==> config.mk <==
export PLATFORM = sky130hd
export DESIGN_NAME = ext_bus_if
export DESIGN_NICKNAME = d
export VERILOG_FILES = /design/src/ext_bus_pkg.sv /design/src/strobe_timer.sv /design/src/ext_bus_if.sv
export SDC_FILE = /design/constraint.sdc
export NUM_CORES = 1
export LEC_CHECK = 0
export ABC_AREA = 1
export BUFFER_PORTS_ARGS = -buffer_cell sky130_fd_sc_hd__buf_2
export CAP_MARGIN = 0
export CORE_MARGIN = 5
export CORE_UTILIZATION = 47
export CTS_CLUSTER_DIAMETER = 150
export DETAILED_ROUTE_END_ITERATION = 16
export PLACE_DENSITY = 0.81
export SYNTH_ARGS = -nofsm -noshare
export SYNTH_HDL_FRONTEND = slang
export SYNTH_SLANG_ARGS = --single-unit
==> constraint.sdc <==
create_clock -name sys_clk_i -period 1.69 [get_ports sys_clk_i]
set_input_delay 0.338 -clock sys_clk_i [delete_from_list [all_inputs] [get_ports sys_clk_i]]
set_output_delay 0.338 -clock sys_clk_i [all_outputs]
set_load 0.02 [all_outputs]
==> src/ext_bus_pkg.sv <==
// Constants and carrier types for the multiplexed external memory bus.
package ext_bus_pkg;

    // Cycle lengths in oscillator periods, one period per clock.
    localparam int FETCH_PERIODS = 3;
    localparam int DATA_PERIODS  = 6;
    // Strobe-low lengths derived from the cycle lengths.
    localparam int FETCH_STROBE  = FETCH_PERIODS - 1;
    localparam int READ_STROBE   = DATA_PERIODS - 3;
    localparam int WRITE_STROBE  = DATA_PERIODS - 4;
    localparam int TIMER_W       = 2;

    // Highest program address served by internal program memory.
    localparam logic [15:0] INT_CODE_TOP   = 16'h3FFF;
    // Value forced into the port 0 latch on an external access.
    localparam logic [7:0]  P0_LATCH_FILL  = 8'h00FF;
    // Latch pulse gate after reset: generation enabled.
    localparam logic        GATE_RST       = 1'b1;

    typedef enum logic [2:0] {
        ACC_FETCH  = 3'b001,
        ACC_DREAD  = 3'b010,
        ACC_DWRITE = 3'b100
    } access_e;

    typedef enum logic [4:0] {
        ST_IDLE = 5'b00001,
        ST_ALE  = 5'b00010,
        ST_ADDR = 5'b00100,
        ST_STRB = 5'b01000,
        ST_HOLD = 5'b10000
    } state_e;

    typedef struct packed {
        access_e     kind;
        logic        wide;
        logic [15:0] addr;
        logic [7:0]  wdata;
    } req_s;

    typedef struct packed {
        logic        ale;
        logic        program_store_strobe_n;
        logic        rd_n;
        logic        wr_n;
        logic [7:0]  p0_o;
        logic        p0_oe;
        logic [7:0]  p2_o;
        logic [7:0]  p2_strong;
        logic        p2_bus_sel;
    } pins_s;

    typedef struct packed {
        logic        done;
        logic        external;
        logic [7:0]  rdata;
    } resp_s;

    localparam pins_s PINS_RST = '{
        ale: 1'b0, program_store_strobe_n: 1'b1, rd_n: 1'b1, wr_n: 1'b1,
        p0_o: 8'h0000, p0_oe: 1'b0, p2_o: 8'h00FF, p2_strong: 8'h0000,
        p2_bus_sel: 1'b0};

endpackage

==> src/strobe_timer.sv <==
// Down counter that times the strobe-low phase of a bus cycle.
`timescale 1ns/100ps
module strobe_timer #(
    parameter int W = 2
) (
    // Clock and reset.
    input  wire logic         sys_clk_i,
    input  wire logic         rst_b_i,
    // Load and expiry.
    input  wire logic         load_i,
    input  wire logic [W-1:0] value_i,
    output logic              zero_o
);

    logic [W-1:0] count_r;
    logic [W-1:0] count_nxt;

    assign count_nxt = load_i ? value_i :
                       (count_r != '0) ? count_r - 1'b1 : count_r;
    assign zero_o    = (count_r == '0);

    always_ff @(posedge sys_clk_i or negedge rst_b_i) begin
        if (!rst_b_i) begin
            count_r <= '0;
        end else begin
            count_r <= count_nxt;
        end
    end

endmodule // strobe_timer

==> src/ext_bus_if.sv <==
// Multiplexed external program and data memory bus interface.
`timescale 1ns/100ps

// Behaviour
// - Cleared latch pulse gate stops the address latch pulse of fetches while access select is high.
// - Program fetches use only the program store strobe as read strobe.
// - Data reads use the read strobe, data writes the write strobe.
// - External program fetches always put a 16-bit address out.
// - Data access is 16-bit through data pointer, 8-bit through register.
// - Port 0 carries low address then data, detached from its latch.
// - Port 0 drives both levels while it serves as the bus.
// - Every external access loads the port 0 latch with all ones.
// - High address byte holds on port 2 for whole cycle, latch untouched.
// - With 8-bit addresses port 2 keeps showing its latch contents.
// - Port 2 address ones get the strong pull-up for the whole cycle.
// - Write data is on port 0 before and after the write strobe.
// - Read byte is captured before the read strobe is released.
// - Fetch externally when access select is low or address above 3FFF.
// - Data read cycle lasts six periods, data write five, program fetch three.
// - Access select low forces the pulse; else the gate applies to fetches only, data always pulses.
// - After reset the latch pulse is enabled.
module ext_bus_if (
    // Clock and reset.
    input  wire logic                 sys_clk_i,
    input  wire logic                 rst_b_i,
    // Core request and answer.
    input  wire logic                 req_valid_i,
    input  wire ext_bus_pkg::req_s    req_i,
    output logic                      req_ready_o,
    output ext_bus_pkg::resp_s        resp_o,
    // System control and strap.
    input  wire logic                 gate_wr_i,
    input  wire logic                 gate_val_i,
    input  wire logic                 external_access_select_n_i,
    output logic                      latch_pulse_gate_o,
    // Port latches.
    input  wire logic [7:0]           p2_latch_i,
    output logic                      p0_latch_load_o,
    output logic [7:0]                p0_latch_data_o,
    // Bus pins.
    input  wire logic [7:0]           p0_i,
    output ext_bus_pkg::pins_s        pins_o
);

    ext_bus_pkg::state_e state_r;
    ext_bus_pkg::state_e state_nxt;
    ext_bus_pkg::req_s   req_r;
    ext_bus_pkg::pins_s  pins_nxt;
    ext_bus_pkg::resp_s  resp_nxt;
    logic                ext_r;
    logic                gate_r;
    logic                ready_r;
    logic                load_r;
    logic                take;
    logic                idle;
    logic                cur_ext;
    ext_bus_pkg::req_s   cur_req;
    logic [7:0]          fill_r;
    logic                ext_take;
    logic                is_fetch;
    logic                is_read;
    logic                is_write;
    logic                timer_load;
    logic                timer_zero;
    logic                last_strb;
    logic                capture;
    logic                on_bus;
    logic                ale_allowed;
    logic                p2_addr_sel;
    logic [7:0]          p2_value;
    logic [ext_bus_pkg::TIMER_W-1:0] strobe_len;

    function automatic logic [ext_bus_pkg::TIMER_W-1:0] len_m1(input int n);
        len_m1 = ext_bus_pkg::TIMER_W'(n - 1);
    endfunction

    assign take     = req_valid_i && ready_r;
    // The request being taken already shapes the pins of the first cycle.
    assign idle     = (state_r == ext_bus_pkg::ST_IDLE);
    assign cur_req  = idle ? req_i : req_r;
    assign cur_ext  = idle ? ext_take : ext_r;
    assign is_fetch = (cur_req.kind == ext_bus_pkg::ACC_FETCH);
    assign is_read  = (cur_req.kind == ext_bus_pkg::ACC_DREAD);
    assign is_write = (cur_req.kind == ext_bus_pkg::ACC_DWRITE);

    // Data moves are always external; fetches when access select is low or above internal code.
    assign ext_take = (req_i.kind != ext_bus_pkg::ACC_FETCH) ||
                      !external_access_select_n_i ||
                      (req_i.addr > ext_bus_pkg::INT_CODE_TOP);

    // Strobe phase length per access kind.
    assign strobe_len = is_fetch ? len_m1(ext_bus_pkg::FETCH_STROBE) :
                        is_read  ? len_m1(ext_bus_pkg::READ_STROBE)  :
                                   len_m1(ext_bus_pkg::WRITE_STROBE);

    assign last_strb  = (state_r == ext_bus_pkg::ST_STRB) && timer_zero;
    assign timer_load = (state_nxt == ext_bus_pkg::ST_STRB) &&
                        (state_r != ext_bus_pkg::ST_STRB);
    assign capture    = last_strb && ext_r && !is_write;

    // Fetch: latch, two strobes. Data: latch, address, strobes, hold.
    always_comb begin
        state_nxt = state_r;
        unique case (state_r)
            ext_bus_pkg::ST_IDLE: begin
                if (take) begin
                    state_nxt = ext_bus_pkg::ST_ALE;
                end
            end
            ext_bus_pkg::ST_ALE: begin
                state_nxt = is_fetch ? ext_bus_pkg::ST_STRB :
                                       ext_bus_pkg::ST_ADDR;
            end
            ext_bus_pkg::ST_ADDR: begin
                state_nxt = ext_bus_pkg::ST_STRB;
            end
            ext_bus_pkg::ST_STRB: begin
                if (timer_zero) begin
                    state_nxt = is_fetch ? ext_bus_pkg::ST_IDLE :
                                           ext_bus_pkg::ST_HOLD;
                end
            end
            ext_bus_pkg::ST_HOLD: begin
                state_nxt = ext_bus_pkg::ST_IDLE;
            end
            default: begin
                state_nxt = ext_bus_pkg::ST_IDLE;
            end
        endcase
    end

    // Pin values belonging to the next state, registered below.
    assign on_bus      = (state_nxt != ext_bus_pkg::ST_IDLE) && cur_ext;
    assign ale_allowed = !external_access_select_n_i || gate_r ||
                         !is_fetch;
    assign p2_addr_sel = on_bus && (is_fetch || cur_req.wide);
    assign p2_value    = p2_addr_sel ? cur_req.addr[15:8] : p2_latch_i;

    always_comb begin
        pins_nxt = ext_bus_pkg::PINS_RST;
        pins_nxt.ale = (state_nxt == ext_bus_pkg::ST_ALE) &&
                       ale_allowed;
        pins_nxt.program_store_strobe_n =
            !(on_bus && is_fetch &&
              (state_nxt == ext_bus_pkg::ST_STRB));
        pins_nxt.rd_n = !(on_bus && is_read &&
                          (state_nxt == ext_bus_pkg::ST_STRB));
        pins_nxt.wr_n = !(on_bus && is_write &&
                          (state_nxt == ext_bus_pkg::ST_STRB));
        // Address on latch phase and on address phase of reads; write data from the address phase on.
        pins_nxt.p0_oe = on_bus &&
                         ((state_nxt == ext_bus_pkg::ST_ALE) ||
                          (state_nxt == ext_bus_pkg::ST_ADDR) ||
                          is_write);
        pins_nxt.p0_o  = (is_write && (state_nxt != ext_bus_pkg::ST_ALE)) ?
                         cur_req.wdata : cur_req.addr[7:0];
        pins_nxt.p2_o       = p2_value;
        pins_nxt.p2_strong  = on_bus ? p2_value : 8'h0000;
        pins_nxt.p2_bus_sel = p2_addr_sel;
    end

    always_comb begin
        resp_nxt          = resp_o;
        resp_nxt.done     = 1'b0;
        if (capture) begin
            resp_nxt.rdata = p0_i;
        end
        if ((state_r != ext_bus_pkg::ST_IDLE) &&
            (state_nxt == ext_bus_pkg::ST_IDLE)) begin
            resp_nxt.done     = 1'b1;
            resp_nxt.external = ext_r;
        end
    end

    strobe_timer #(
        .W (ext_bus_pkg::TIMER_W)
    ) u_strobe_timer (
        .sys_clk_i (sys_clk_i),
        .rst_b_i   (rst_b_i),
        .load_i    (timer_load),
        .value_i   (strobe_len),
        .zero_o    (timer_zero)
    );

    always_ff @(posedge sys_clk_i or negedge rst_b_i) begin
        if (!rst_b_i) begin
            gate_r <= ext_bus_pkg::GATE_RST;
        end else if (gate_wr_i) begin
            gate_r <= gate_val_i;
        end
    end

    always_ff @(posedge sys_clk_i or negedge rst_b_i) begin
        if (!rst_b_i) begin
            state_r <= ext_bus_pkg::ST_IDLE;
            ready_r <= 1'b0;
            req_r   <= '{kind: ext_bus_pkg::ACC_FETCH, wide: 1'b0,
                         addr: 16'h0000, wdata: 8'h0000};
            ext_r   <= 1'b0;
        end else begin
            state_r <= state_nxt;
            ready_r <= (state_nxt == ext_bus_pkg::ST_IDLE) && !take;
            if (take) begin
                req_r <= req_i;
                ext_r <= ext_take;
            end
        end
    end

    always_ff @(posedge sys_clk_i or negedge rst_b_i) begin
        if (!rst_b_i) begin
            pins_o <= ext_bus_pkg::PINS_RST;
            resp_o <= '{done: 1'b0, external: 1'b0, rdata: 8'h0000};
            load_r <= 1'b0;
            fill_r <= ext_bus_pkg::P0_LATCH_FILL;
        end else begin
            pins_o <= pins_nxt;
            resp_o <= resp_nxt;
            load_r <= take && ext_take;
            fill_r <= ext_bus_pkg::P0_LATCH_FILL;
        end
    end

    assign req_ready_o        = ready_r;
    assign latch_pulse_gate_o = gate_r;
    assign p0_latch_load_o    = load_r;
    assign p0_latch_data_o    = fill_r;

endmodule // ext_bus_if

==> flow_summary.toml <==
[timing]
fmax_mhz = 511
setup_viol = 45
finalMaxSlewViolations = 0
fin_hold_ws_ns = 0.154
rsz0062_at_grt = "true"
final_hold_viol_count = 0
fin_crit_sh_pct = 116
fin_worst_skew_ns = 0.0108
fin_ws_ns = -0.265
period_minus_slack_ns = 1.96

[status]
run_status = "finished with violations"
failed_checks = "negative setup slack"

[finish]
fin_area_mm2 = 0.00486
syn2layout_area_growth_pct = 33.6
fillers = 637
diodes = 0
sequential_cell_area_mm2 = 0.00199
drive_gt1_share_pct = 39.7
multi_input_area_mm2 = 0.00141
layout.nets = 588
postLayoutCoreUtil_pct = 63.5

[worst_setup_path]
cp_cell_sequence = "inv_2 > nor2_4 > nand4_1 > nand2_2 > nand3_4 > nand2_8 > nand2_8 > nand3_4 > nand2_2 > nand2_2 > nor2_1"
arrival_ns = 2.21
path_class = "reg2reg"
cp-end-kind = "flip-flop"
r2r_setup_slack_ns = -0.27
max_stage_delay_ns = 0.55
reg2reg_depth = 11
cp_top_family = "simple AND/OR/NAND/NOR gates"
rr_startpoint = "state_r[0]$_DFF_PN1_"
critPathSlowestCell = "dfstp_2"
worst-path-buf-inv = 1
required_ns = 1.95
cp_max_fo = 7
crit_path_frequent_cell = "nand2_2"
r2r-end = "pins_o[4]$_DFF_PN0_"
cp-start-kind = "flip-flop"

[routing]
num_vias = 3208
wire_per_inst_um = 14.1
wl_mm = 9.09
drcViolationCount = 0
ant_nets = 0
first_iter_violations = 134
drt_first_pass_iters = 5
vias_per_cell = 4.98

[floorplanning]
die_y_um = 97.9
num_rows = 32
die-area_mm2 = 0.00959
initial_core_util_pct = 47.5
die_w_um = 97.9
io_pins = 101
core_mm2 = 0.00765

[synth]
synth_top_area_share_pct = 44.8
synth_simple_gate_area_share_pct = 18.8
ys_seq_area_share_pct = 54.9
synthCells = 414
netlist_area_mm2 = 0.00363
synthAdderAreaFrac_pct = 0.344
synth-seq-cells = 79
synthTopCellsByArea = "dfrtp_1 45%, dfstp_2 10%, nand2_1 9.5%, o21ai_0 8.8%, inv_1 8.6%"
synth_top_area_cell = "dfrtp_1"
synth_compound_area_share_pct = 12.8
ys_warn_count = 0
synth_cell_type_count = 34
synth.area.mux_share_pct = 0
synth.avg_cell_area_um2 = 8.78
synthXorXnorAreaFrac_pct = 0.241
synth_top_family_by_area = "simple AND/OR/NAND/NOR gates"

[power]
power_mw = 10.1
combinationalPowerShare_pct = 54.1
powerDensity_mw_per_mm2 = 2070
sw_frac_of_total_pct = 44.3
cellInternalPower_mw = 5.61
netSwitchingPower_mw = 4.46
p_clk_share_pct = 15.4
vdd_ir_drop_max_v = 0.000998
power_frac_seq_pct = 30.5
power.leakage_nw = 2.61

[clock_tree]
htreeDepth = 3
clk_pin_slew_ns = 0.09
cts-root-buf = "clkbuf_8"
cts_buffer_depth = 2
clkSinkCount = 79
cts_tree = "done"
cts_buffers = 9
clk_latency_ns = 0.35

[place]
dp_hpwl_mm = 5.86
numPortBuffers = 92
routabilityCongestion = 0.852
placed_cell_area_mm2 = 0.00427

[min_path]
hold_class = "in2reg"
hp-start = "gate_wr_i"
holdPathStages = 2
hold_end = "latch_pulse_gate_o$_DFFE_PN1P_"

[run]
maxCapViolCount = 0

[grt]
grt_pass1_wl_mm = 14.2
grt_pass1_vias = 3163
antenna_found_initial = 0
gr-usage-all-layers_pct = 18.4
grt_max_degree = 57
grt_overflow_total = 0
==> worst register-to-register path, cell delays in order, from the launching register on <==
cell	delay, ns
dfstp_2	0.55
inv_2	0.05
nor2_4	0.14
nand4_1	0.21
nand2_2	0.18
nand3_4	0.17
nand2_8	0.14
nand2_8	0.09
nand3_4	0.13
nand2_2	0.08
nand2_2	0.09
nor2_1	0.04
==> cells by family (layout without fill, tap and decap cells) <==
logic type / Yosys count / count (layout)
AO/OA/AOI/OAI: 81 / 81
flip-flops: 79 / 79
XOR/XNOR: 1 / 1
other: 1 / 8
adder cells (fa/ha/maj): 1 / 1
AND/OR/NAND/NOR: 142 / 145
buffers and inverters: 109 / 227
==> area by class of cell <==
| cell class | count | share of cell area, % |
|---|---|---|
| clock buffer | 9 | 2.55 |
| clock inverter | 7 | 1.98 |
| inverter | 87 | 6.78 |
| multi-input combinational | 236 | 29.1 |
| sequential | 79 | 41.1 |
| tap | 102 | 2.63 |
| timing repair buffer | 124 | 15.9 |
==> flip-flops by register name, indices dropped and copies added (netlist names) <==
signal,cells
req_ready_o,1
state_r,5
p0_latch_load_o,1
pins_o,30
u_strobe_timer.count_r,2
req_r,28
resp_o,10
latch_pulse_gate_o,1
ext_r,1
==> cells in the final DEF (no fill, tap or decap), drive strengths merged <==
cell type    count
buf            123
nand2          101
inv             88
o21ai           69
dfrtp           65
nor2            16
nand4           14
dfstp           14
nand3           11
clkbuf           9
conb             8
o211ai           8
clkinv           4
a31oi            2
bufinv           2
nor3             2
a21oi            1
nor3b            1
xnor2            1
o21a             1
ha               1
dlygate4sd3      1
==> through the flow <==
| step | setup TNS (ns) | cells | setup slack, ns |
|---|---|---|---|
| after global placement | -1.90 | 611 | -0.105 |
| final | -7.55 | 644 | -0.265 |
| after CTS | -4.46 | 636 | -0.149 |
| after global routing | -11.83 | 644 | -0.362 |
| after floorplan | 0 | 421 | 0.00795 |
| after detailed placement | -6.05 | 611 | -0.188 |
==> power groups by stage <==
stage          Combinational, mW  Sequential, mW  Clock (mW)
3_3_place_gp                3.85            3.05           0
2_1_floorplan               2.47            3.48           0
4_1_cts                     4.52            3.06        1.58
3_5_place_dp                4.02            3.08           0
6_report                    5.45            3.07        1.55
5_1_grt                     5.94            3.14        1.67
==> timing repair <==
action,in CTS,in global routing
endpoints found under the hold margin,21,0
endpoints found under the setup margin,43,45
cloned,2,1
resized for setup,15,42
hold buffers,1,0
setup buffers,6,7
pin swaps,4,6
==> worst max-delay path by stage <==
stage / end / cells past startpoint / slack [ns] / startpoint
after floorplan: pins_o[1]$_DFF_PN0_ / 11 / 0.008 / state_r[0]$_DFF_PN1_
after global placement: pins_o[25]$_DFF_PN0_ / 10 / -0.10 / state_r[0]$_DFF_PN1_
after detailed placement: pins_o[6]$_DFF_PN0_ / 12 / -0.19 / state_r[0]$_DFF_PN1_
after CTS: pins_o[23]$_DFF_PN0_ / 11 / -0.15 / state_r[0]$_DFF_PN1_
after global routing: pins_o[1]$_DFF_PN0_ / 11 / -0.36 / state_r[0]$_DFF_PN1_
final: pins_o[4]$_DFF_PN0_ / 11 / -0.27 / state_r[0]$_DFF_PN1_
==> cell usage after synthesis <==
library cell and n:
nand2_4 1, conb_1 1, nor2_4 2, dfrtp_1 65
o21ai_2 3, dfstp_2 14, inv_1 83, nor2_8 1
a21oi_2 1, o21ai_4 1, nand4_1 14, nor3_2 1
nand2_1 92, nand3_2 2, nor2_2 1, o21ai_1 1
buf_4 9, o21a_1 1, nor2_1 12, nand3_1 6
xnor2_1 1, nor3_1 1, o211ai_2 2, nand2_2 6
clkbuf_1 8, buf_1 2, o21ai_0 64, nand3_4 2
o211ai_1 6, nor3b_1 1, buf_6 3, inv_2 4
a31oi_1 2, ha_1 1
==> per-layer routing <==
layer / vias up / routed length, um / track usage, %
met4: 0 / 201 / 7.45
met2: 133 / 4660 / 30.9
met3: 19 / 618 / 5.50
met5: - / 0 / 0
li1: 1527 / - / -
met1: 1529 / 3610 / 22.0
Power figures use the tool's default switching activity.
